## src/common/pswi_pkg.sv

```systemverilog
package pswi_pkg;

    // register indices on the management port
    localparam logic [7:0] PORT2_CTRL_ADDR    = 8'h2c;
    localparam logic [7:0] CENTER_CFG_ADDR    = 8'h40;
    localparam logic [7:0] CENTER_STAT_ADDR   = 8'h41;
    localparam logic [7:0] PHY_SW_INIT_ADDR   = 8'h43;
    localparam logic [7:0] LOOPBACK_SETUP_ADDR = 8'h44;

    // phy_switch_init field positions
    localparam int INIT_RATE_BIT      = 7;
    localparam int INIT_DUPLEX_BIT    = 6;
    localparam int INIT_NEGOTIATE_BIT = 5;
    localparam int INIT_FABRIC_BIT    = 4;
    localparam int INIT_REMOTE_BIT    = 3;
    localparam int INIT_PROPAGATE_BIT = 2;
    localparam int INIT_FIBER_TX_BIT  = 1;
    localparam int INIT_XCVR_BIT      = 0;

    // alias positions in the port 2 control register
    localparam int P2_NEGOTIATE_BIT = 7;
    localparam int P2_RATE_BIT      = 6;
    localparam int PORT2_DUPLEX_SELECT_BIT    = 5;

    // center status busy position
    localparam int STAT_BUSY_BIT = 7;

    // reset values, loop count limit and clear command
    localparam logic       REMOTE_RESET    = 1'b0;
    localparam logic       FIBER_TX_RESET  = 1'b0;
    localparam logic [7:0] LOOPBACK_RESET  = 8'h07;
    localparam logic [7:0] LOOPBACK_MAX    = 8'h64;
    localparam logic [7:0] LOOPBACK_CLEAR  = 8'h00;

    // strap vector positions
    localparam int STRAP_RATE      = 0;
    localparam int STRAP_DUPLEX    = 1;
    localparam int STRAP_NEGOTIATE = 2;
    localparam int STRAP_PROPAGATE = 3;
    localparam int STRAP_CENTER    = 4;
    localparam int STRAP_WIDTH     = 5;

    typedef struct packed {
        logic       wr;
        logic       rd;
        logic [7:0] addr;
        logic [7:0] wdata;
    } pswi_req_t;

    typedef struct packed {
        logic       port2_rate_select;
        logic       port2_duplex_select;
        logic       port2_negotiate_enable;
        logic       soft_fabric_reset;
        logic       remote_access_enable;
        logic       fiber_tx_disable;
        logic       transceiver_reset;
        logic       copper_tx_disable;
        logic       copper_led_off;
        logic       counters_clear;
        logic       results_clear;
        logic       run_start;
        logic [7:0] run_count;
        logic       center_busy;
    } pswi_ctrl_t;

    typedef struct packed {
        pswi_ctrl_t ctrl;
        logic       link_drop_propagate;
        logic       center_mode;
        logic       xcvr_hold;
        logic [7:0] loopback_count;
        logic [7:0] rdata;
        logic       rvalid;
    } pswi_state_t;

endpackage

```

## src/logic/pswi_sync.sv

```systemverilog
`timescale 1ns/10ps
`default_nettype none

// two-stage synchroniser per bit; no reset so straps flow during reset
module pswi_sync
#(
    parameter int WIDTH = 1
)
(
    // clock
    input  wire logic             ref_clk,
    // pins and result
    input  wire logic [WIDTH-1:0] pin_in,
    output logic      [WIDTH-1:0] pin_sync
);

    logic [WIDTH-1:0] stage1;

    genvar i;
    generate
        for (i = 0; i < WIDTH; i++)
        begin : g_bit
            always_ff @(posedge ref_clk)
            begin
                stage1[i]   <= pin_in[i];
                pin_sync[i] <= stage1[i];
            end
        end
    endgenerate

endmodule

`default_nettype wire

```

## src/logic/pswi_regs.sv

```systemverilog
// Summary of operation
// - port 2 speed bit, strapped, aliased
// - port 2 duplex bit, strapped, aliased
// - port 2 negotiation bit, strapped, aliased
// - fabric reset bit pulses, self-clears
// - remote command access enable, resets 0
// - terminal mode link drop kills copper
// - center mode ignores propagate; strap reset
// - fiber transmit disable tri-states port 1
// - transceiver reset bit pulses, self-clears
// - transceiver reset keeps maintenance registers
// - center mode holds transceivers until 0x40
// - zero write clears valid frame counters
// - center zero write clears result counters
// - center count 1..100 sends packets
// - loop back count resets to seven
// - busy reads one while run pending
// - center zero write clears crc error count
`timescale 1ns/10ps
`default_nettype none

module pswi_regs
(
    // clock and reset
    input  wire logic               ref_clk,
    input  wire logic               rstn,
    // management register port
    input  wire pswi_pkg::pswi_req_t req,
    output logic [7:0]              rdata,
    output logic                    rvalid,
    // strap pins
    input  wire logic               port2_rate_strap,
    input  wire logic               port2_duplex_strap,
    input  wire logic               port2_negotiate_strap,
    input  wire logic               link_propagate_strap,
    input  wire logic               center_mode_strap,
    // link status from port logic
    input  wire logic               fiber_link_up,
    input  wire logic               far_copper_link_up,
    // loop back engine status
    input  wire logic               run_active,
    input  wire logic               reply_pending,
    // control outputs
    output pswi_pkg::pswi_ctrl_t    ctrl
);

    logic [pswi_pkg::STRAP_WIDTH-1:0] strap_pins;
    logic [pswi_pkg::STRAP_WIDTH-1:0] strap_sync;
    pswi_pkg::pswi_state_t            st;
    pswi_pkg::pswi_state_t            next_st;
    logic                             wr_init;
    logic                             wr_alias;
    logic                             wr_loop;
    logic                             wr_center_cfg;
    logic                             link_lost;
    logic [7:0]                       init_view;
    logic [7:0]                       alias_view;
    logic [7:0]                       stat_view;
    logic [7:0]                       read_view;
    logic                             loop_zero;
    logic                             loop_start;
    logic                             busy_next;
    logic                             copper_kill;

    assign strap_pins[pswi_pkg::STRAP_RATE]      = port2_rate_strap;
    assign strap_pins[pswi_pkg::STRAP_DUPLEX]    = port2_duplex_strap;
    assign strap_pins[pswi_pkg::STRAP_NEGOTIATE] = port2_negotiate_strap;
    assign strap_pins[pswi_pkg::STRAP_PROPAGATE] = link_propagate_strap;
    assign strap_pins[pswi_pkg::STRAP_CENTER]    = center_mode_strap;

    pswi_sync
    #(
        .WIDTH(pswi_pkg::STRAP_WIDTH)
    )
    u_strap_sync
    (
        .ref_clk (ref_clk),
        .pin_in  (strap_pins),
        .pin_sync(strap_sync)
    );

    // one decoder keeps the whole write map in one place
    always_comb
    begin
        wr_init       = 1'b0;
        wr_alias      = 1'b0;
        wr_loop       = 1'b0;
        wr_center_cfg = 1'b0;
        if (req.wr)
        begin
            case (req.addr)
                pswi_pkg::PHY_SW_INIT_ADDR:
                begin
                    wr_init = 1'b1;
                end
                pswi_pkg::PORT2_CTRL_ADDR:
                begin
                    wr_alias = 1'b1;
                end
                pswi_pkg::LOOPBACK_SETUP_ADDR:
                begin
                    wr_loop = 1'b1;
                end
                // any data written here ends the center hold
                pswi_pkg::CENTER_CFG_ADDR:
                begin
                    wr_center_cfg = 1'b1;
                end
                // status is read only and unmapped writes are dropped
                default:
                begin
                    wr_init = 1'b0;
                end
            endcase
        end
    end

    // link inputs come from logic on ref_clk, no synchroniser needed
    assign link_lost = !fiber_link_up || !far_copper_link_up;

    always_comb
    begin
        init_view = 8'h00;
        init_view[pswi_pkg::INIT_RATE_BIT]      = st.ctrl.port2_rate_select;
        init_view[pswi_pkg::INIT_DUPLEX_BIT]    = st.ctrl.port2_duplex_select;
        init_view[pswi_pkg::INIT_NEGOTIATE_BIT] =
            st.ctrl.port2_negotiate_enable;
        init_view[pswi_pkg::INIT_FABRIC_BIT]    = st.ctrl.soft_fabric_reset;
        init_view[pswi_pkg::INIT_REMOTE_BIT]    = st.ctrl.remote_access_enable;
        init_view[pswi_pkg::INIT_PROPAGATE_BIT] = st.link_drop_propagate;
        init_view[pswi_pkg::INIT_FIBER_TX_BIT]  = st.ctrl.fiber_tx_disable;
        init_view[pswi_pkg::INIT_XCVR_BIT]      = st.ctrl.transceiver_reset;
    end

    // only the three shared bits of the port 2 register live here
    always_comb
    begin
        alias_view = 8'h00;
        alias_view[pswi_pkg::P2_NEGOTIATE_BIT] =
            st.ctrl.port2_negotiate_enable;
        alias_view[pswi_pkg::P2_RATE_BIT]      = st.ctrl.port2_rate_select;
        alias_view[pswi_pkg::PORT2_DUPLEX_SELECT_BIT]    = st.ctrl.port2_duplex_select;
    end

    always_comb
    begin
        stat_view = 8'h00;
        stat_view[pswi_pkg::STAT_BUSY_BIT] = st.ctrl.center_busy;
    end

    // rdata is registered, so the answer stands until the next read
    always_comb
    begin
        read_view = 8'h00;
        case (req.addr)
            pswi_pkg::PHY_SW_INIT_ADDR:
            begin
                read_view = init_view;
            end
            pswi_pkg::PORT2_CTRL_ADDR:
            begin
                read_view = alias_view;
            end
            // busy sits in the center status register
            pswi_pkg::CENTER_STAT_ADDR:
            begin
                read_view = stat_view;
            end
            pswi_pkg::LOOPBACK_SETUP_ADDR:
            begin
                read_view = st.loopback_count;
            end
            // unmapped indices read as zero
            default:
            begin
                read_view = 8'h00;
            end
        endcase
    end

    // counts past the limit only store, they start nothing
    always_comb
    begin
        loop_zero  = 1'b0;
        loop_start = 1'b0;
        if (wr_loop)
        begin
            if (req.wdata == pswi_pkg::LOOPBACK_CLEAR)
            begin
                loop_zero = 1'b1;
            end
            else if (st.center_mode &&
                req.wdata <= pswi_pkg::LOOPBACK_MAX)
            begin
                loop_start = 1'b1;
            end
        end
    end

    // strobe already counts so busy has no gap before the engine
    always_comb
    begin
        busy_next = run_active || reply_pending;
        if (loop_start)
        begin
            busy_next = 1'b1;
        end
    end

    // propagation only has meaning on the terminal side
    always_comb
    begin
        copper_kill = 1'b0;
        if (!st.center_mode && st.link_drop_propagate)
        begin
            copper_kill = link_lost;
        end
    end

    always_comb
    begin
        next_st = st;

        // one-cycle strobes drop unless re-armed below
        next_st.ctrl.soft_fabric_reset = 1'b0;
        next_st.ctrl.counters_clear    = 1'b0;
        next_st.ctrl.results_clear     = 1'b0;
        next_st.ctrl.run_start         = 1'b0;
        next_st.rvalid                 = 1'b0;

        // self-clearing write pulse; center hold keeps it high
        next_st.ctrl.transceiver_reset = st.xcvr_hold;

        // register 0x40 programmed releases the power-up hold
        if (wr_center_cfg)
        begin
            next_st.xcvr_hold              = 1'b0;
            next_st.ctrl.transceiver_reset = 1'b0;
        end

        if (wr_init)
        begin
            next_st.ctrl.port2_rate_select =
                req.wdata[pswi_pkg::INIT_RATE_BIT];
            next_st.ctrl.port2_duplex_select =
                req.wdata[pswi_pkg::INIT_DUPLEX_BIT];
            next_st.ctrl.port2_negotiate_enable =
                req.wdata[pswi_pkg::INIT_NEGOTIATE_BIT];
            next_st.ctrl.soft_fabric_reset =
                req.wdata[pswi_pkg::INIT_FABRIC_BIT];
            next_st.ctrl.remote_access_enable =
                req.wdata[pswi_pkg::INIT_REMOTE_BIT];
            next_st.link_drop_propagate =
                req.wdata[pswi_pkg::INIT_PROPAGATE_BIT];
            next_st.ctrl.fiber_tx_disable =
                req.wdata[pswi_pkg::INIT_FIBER_TX_BIT];
            // writing 0 never cuts the center hold short
            if (req.wdata[pswi_pkg::INIT_XCVR_BIT])
            begin
                next_st.ctrl.transceiver_reset = 1'b1;
            end
        end

        // same flops as above, reached through the port 2 register
        if (wr_alias)
        begin
            next_st.ctrl.port2_rate_select =
                req.wdata[pswi_pkg::P2_RATE_BIT];
            next_st.ctrl.port2_duplex_select =
                req.wdata[pswi_pkg::PORT2_DUPLEX_SELECT_BIT];
            next_st.ctrl.port2_negotiate_enable =
                req.wdata[pswi_pkg::P2_NEGOTIATE_BIT];
        end

        if (wr_loop)
        begin
            next_st.loopback_count = req.wdata;
        end

        if (loop_zero)
        begin
            next_st.ctrl.counters_clear = 1'b1;
            // crc, timeout and third result counter
            next_st.ctrl.results_clear = st.center_mode;
        end

        if (loop_start)
        begin
            // every accepted write restarts, even a repeated value
            next_st.ctrl.run_start = 1'b1;
            next_st.ctrl.run_count = req.wdata;
        end

        next_st.ctrl.center_busy       = busy_next;
        next_st.ctrl.copper_tx_disable = copper_kill;
        next_st.ctrl.copper_led_off    = copper_kill;

        if (req.rd)
        begin
            next_st.rvalid = 1'b1;
            next_st.rdata  = read_view;
        end

        // synchronous reset; straps are sampled while rstn is low
        if (!rstn)
        begin
            next_st = '0;
            next_st.ctrl.port2_rate_select =
                strap_sync[pswi_pkg::STRAP_RATE];
            next_st.ctrl.port2_duplex_select =
                strap_sync[pswi_pkg::STRAP_DUPLEX];
            next_st.ctrl.port2_negotiate_enable =
                strap_sync[pswi_pkg::STRAP_NEGOTIATE];
            next_st.ctrl.remote_access_enable = pswi_pkg::REMOTE_RESET;
            next_st.link_drop_propagate =
                strap_sync[pswi_pkg::STRAP_PROPAGATE];
            next_st.ctrl.fiber_tx_disable = pswi_pkg::FIBER_TX_RESET;
            next_st.center_mode = strap_sync[pswi_pkg::STRAP_CENTER];
            next_st.xcvr_hold = strap_sync[pswi_pkg::STRAP_CENTER];
            next_st.ctrl.transceiver_reset =
                strap_sync[pswi_pkg::STRAP_CENTER];
            next_st.loopback_count = pswi_pkg::LOOPBACK_RESET;
            next_st.ctrl.run_count = pswi_pkg::LOOPBACK_RESET;
        end
    end

    // the transceiver reset output never feeds back here, so every
    // maintenance register keeps its value across it
    always_ff @(posedge ref_clk)
    begin
        st <= next_st;
    end

    assign ctrl   = st.ctrl;
    assign rdata  = st.rdata;
    assign rvalid = st.rvalid;

endmodule

`default_nettype wire

```

## config.mk

```make
export PLATFORM = sky130hd
export DESIGN_NAME = pswi_regs
export DESIGN_NICKNAME = d
export VERILOG_FILES = /design/src/common/pswi_pkg.sv /design/src/logic/pswi_sync.sv /design/src/logic/pswi_regs.sv
export SDC_FILE = /design/constraint.sdc
export NUM_CORES = 1
export LEC_CHECK = 0
export BUFFER_PORTS_ARGS = -buffer_cell sky130_fd_sc_hd__buf_2
export CORE_MARGIN = 4
export CORE_UTILIZATION = 40
export CTS_CLUSTER_DIAMETER = 80
export DETAILED_ROUTE_END_ITERATION = 10
export SKIP_LAST_GASP = 1
export SYNTH_ARGS = -nofsm -noshare
export SYNTH_HDL_FRONTEND = slang
export SYNTH_SLANG_ARGS = --single-unit
```

## constraint.sdc

```tcl
create_clock -name ref_clk -period 1.9 [get_ports ref_clk]
set_input_delay 0.19 -clock ref_clk [delete_from_list [all_inputs] [get_ports ref_clk]]
set_output_delay 0.19 -clock ref_clk [all_outputs]
set_load 0.05 [all_outputs]
```

; Word-level counts from Yosys, hierarchy flattened
; Cells that the tools add are included.
; W data, S select, Z words.
[word_totals]
register_bits = 50
input_bits = 29
out_inout_bits = 30
elab_cells = 73
[classes]
magnitude_cmp = 1
n_eq_ne = 7
muxes = 26
reduce_logical = 10
[ops]
columns = op, count
row1 = $mux W41, 1
row2 = $eq A8 B7 Y1 const B, 4
row3 = $pmux W8 S4, 1
row4 = $mux W1, 18
row5 = $mux W9, 2
row6 = $eq A8 B6 Y1 const B, 1
row7 = $le A8 B7 Y1 const B, 1
row8 = $logic_not A8 Y1, 1
row9 = $mux W8, 1
row10 = $mux W7, 1
row11 = $reduce_and A2 Y1, 2
row12 = $logic_not A1 Y1, 3
row13 = $mux W3, 1
row14 = $ne A3 B1 Y1 const B, 1
row15 = $logic_and A1 B1 Y1, 2
row16 = $logic_or A1 B1 Y1, 2
row17 = $mux W2, 1
row18 = $ne A2 B1 Y1 const B, 1

; Longest topological paths before layout
[depth]
word_depth = 8
mapped_depth = 5

; Modules after synthesis
; Synthesis repeated with hierarchy kept, for this count alone.
[unflattened]
hier_cells = 221
hier_area_um2 = 2188.3
[modules_own_cells]
columns = mod, instances, cells_each, area_each_um2, seq_area_each_um2
row1 = pswi_regs, 1, 211, 1988.2, 850.8
row2 = pswi_sync, 1, 10, 200.2, 200.2

; Least setup slack after synthesis
; OpenSTA, ideal clock, no wires.
[synth_path]
kind = input to register
start = in req[13] (netlist name)
end = reg st, in the netlist ctrl[6]
setup_ns = 0.119
t_arrival_ns = 1.381
required_ns = 1.781
setup_slack_ns = 0.400
cell_stages = 5
path_buffers = 1
path_cell_list = nor3b_4 > nand4_4 > or2_0 > buf_2 > o221a_1
[synth_via]
elab_chain_len = 4
[synth_rtl]
columns = element, line_no
row1 = "start, declared", pswi_regs.sv:28  ; input wire pswi_pkg::pswi_req_t req,
row2 = $eq A8 B7 Y1, pswi_regs.sv:91  ; case (req.addr)
row3 = $mux W1, pswi_regs.sv:91
row4 = $mux W1, pswi_regs.sv:89  ; if (req.wr)
row5 = $mux W1, pswi_regs.sv:186  ; if (wr_loop)
row6 = "end signal, assigned", pswi_regs.sv:331  ; st <= next_st;
row7 = "end, declared", pswi_regs.sv:49  ; pswi_pkg::pswi_state_t st;
; Every way passes these cells.
; A chain may end at the register's enable or synchronous reset.

; Worst setup path in the final report
[layout_path]
start = reg st[18] (netlist name)
end = reg st, in the netlist ctrl[1]
[layout_via]
elab_chain_len = 4
[layout_rtl]
columns = element, line_no
row1 = $logic_and A1 B1 Y1, pswi_regs.sv:192  ; else if (st.center_mode &&
row2 = $mux W1, pswi_regs.sv:192
row3 = $mux W1, pswi_regs.sv:188  ; if (req.wdata == pswi_pkg::LOOPBACK_CLEAR)
row4 = $mux W1, pswi_regs.sv:186
; Every way passes these cells.

==> metrics.txt <==
crit-path max FO 6; Cells after Synth 221; # Post-CTS Setup Buffers 0; WL/cell 14.79 µm; Switching Fraction 0.2479; deepest clock path buffer count 2; I/O Buffers 58; GRT overflow 0; Pint 1.512 mW; vias in the first global route 1565; Clock transition at path regs 100 ps; Core Area 0.005205 mm²; post-route setup slack 240.8 ps; num rows 26; CP endpoint kind flop; CTS buffer count 5; Max-cap violations 0; 1st-pass router iterations 4; Post-Syn Nets 250; first-pass GRT wire length 7.617 mm; H-Tree Depth 2; Hold-fix buffers, CTS 5; Leakage 1.156 nW; CTS tree yes; Starting Density 0.4214; Setup crit start kind flop; Pwr Total 2.010 mW; clk sinks 50; critical path's top delay family compound AO/OA/AOI/OAI gates; status finished clean; number of synthesized flops with an enable pin 5; DP Wirelength 3.761 mm; Synth top area share 0.4107; Switch Pwr 0.4983 mW; CTS root buf clkbuf_8; nets@finish 290; area leader, netlist dfxtp_1; worst min path class primary input to flop; Clock Skew 6.813 ps; fmax 602.7 MHz; Post-Route Setup TNS 0 ps; Worst EP arrival 1860 ps; Syn Area/Cell 9.925 µm²; chip height 82.05 µm; placed cells 319; Synth Cell Area 0.002193 mm²; Worst Max-Slew Pin Slew 466.6 ps; worst IR drop on VDD 0.0005518 V; diodes inserted 0; Post-DRT Antenna Nets 0; global placement routability congestion 0.8686; final cell count without fillers 332; I/O Pins 59; CP Data Required Time 2100 ps; final setup vio count 0; sequential share of power 0.548; final WL 4.911 mm; Max Slew Vio Count 0; DR vias 1690; worst hold slack 55.14 ps; Synth Flop Type dfxtp_1; ratio of cells with drive above 1 in the final layout 0.3168; die area 0.006732 mm²; most common cell in the netlist dfxtp_1; power share of the clock group 0.354; WP buf/inv 1; antenna violations before repair 0; Ys Warns 0; Period Utilization, post-route 0.8732; Fillers 502; area delta synth->final 15.92%; top cells by instance count after synthesis dfxtp_1, buf_4, inv_1; final hold vios 0; worst slack, placed 143.9 ps; pwr/cell area 790.5 mW/mm²; crit path time final 1659 ps; Worst Path Class, Setup flop to flop; GRT Resource Usage Total 0.1500; worst path cell trace inv_1, a311o_1, or2_0, o311ai_1; Seq cells post-synth 50; DRC 0; via/cell ratio 5.090; DR iter-0 viols 104; combinational power share 0.097; main area contributors after synthesis dfxtp_1, buf_4, edfxtp_1; Worst slew margin 0.6886; clock latency at the later pin of the worst-skew pair 300 ps; max incr delay on CP 420 ps; RSZ-0062 raised after global routing no; Critical Path Slowest Stage Cell a311o_1; Post-synth ARST share 0; largest net degree at the start of global routing 19; Netlist cell types 45; Die Wd 82.05 µm; cts repair resizes 0; sequential fraction of the synthesis area 0.4792
kinds of logic after synthesis:
logic type | after synthesis | share of synthesized area
mux | 11 | 0.05077
flops | 50 | 0.4792
simple gates | 62 | 0.1683
compound gates | 44 | 0.1586
buf+inv | 54 | 0.1432
power by group through the flow:
| stage | clock (mW) | sequential, mW | combinational, mW |
|---|---|---|---|
| 2_1_floorplan | 0 | 1.13 | 0.113 |
| 5_1_grt | 0.783 | 1.11 | 0.211 |
| 6_report | 0.712 | 1.10 | 0.195 |
| 4_1_cts | 0.738 | 1.10 | 0.196 |
| 3_5_place_dp | 0 | 1.13 | 0.188 |
| 3_3_place_gp | 0 | 1.13 | 0.187 |
cell usage in the layout, fill, tap and decap left out, types with 6 or more instances in the layout:
cell type   n
a22oi_1     7
buf_2      58
buf_4       9
dfxtp_1    45
inv_1      15
mux2i_1    10
nand2_1    14
nor2_1     13
nor3_1      6
cell type report:
type | instances | area [µm²] | share of cell area
multi-input combinational | 117 | 828.3 | 0.3258
inverter | 15 | 56.30 | 0.02215
tap | 70 | 87.58 | 0.03445
sequential | 50 | 1051 | 0.4134
clock buffer | 6 | 93.84 | 0.03691
timing repair buffer | 72 | 407.9 | 0.1604
clock inverter | 2 | 17.52 | 0.006890
stage by stage:
step,area [µm²],utilization
2_1_floorplan,2193,-
3_3_place_gp,2381,0.4575
3_5_place_dp,2381,0.4575
4_1_cts,2542,0.4885
5_1_grt,2542,0.4885
6_report,2542,0.4885
worst paths after layout:
check | cells after the start | from | to | slack [ps]
setup / recovery | 4 | st[18] | ctrl[1] | 240
hold / removal | 2 | far_copper_link_up | ctrl[12] | 60
setup reg to reg | 4 | st[18] | ctrl[1] | 240
hold reg to reg | 0 | u_strap_sync.stage1[3] | u_strap_sync.pin_sync[3] | 330
routing by layer:
metal | share of wire | vias to the layer above | routed length (µm) | global-route usage
met1 | 0.45 | 803 | 2223 | 0.1910
met3 | 0.063 | 4 | 311 | 0.03728
met5 | 0 | - | 0 | 0
met2 | 0.48 | 41 | 2335 | 0.2520
met4 | 0.0083 | 0 | 41 | 0.03987
li1 | - | 842 | - | -
flip-flops by register name, summed over array words and instances, names as in the netlist:
signal	flops
st	10
rvalid	1
u_strap_sync.pin_sync	5
u_strap_sync.stage1	5
rdata	8
ctrl	20
init_view	1
Note: power is estimated with default switching activity, not from simulation.
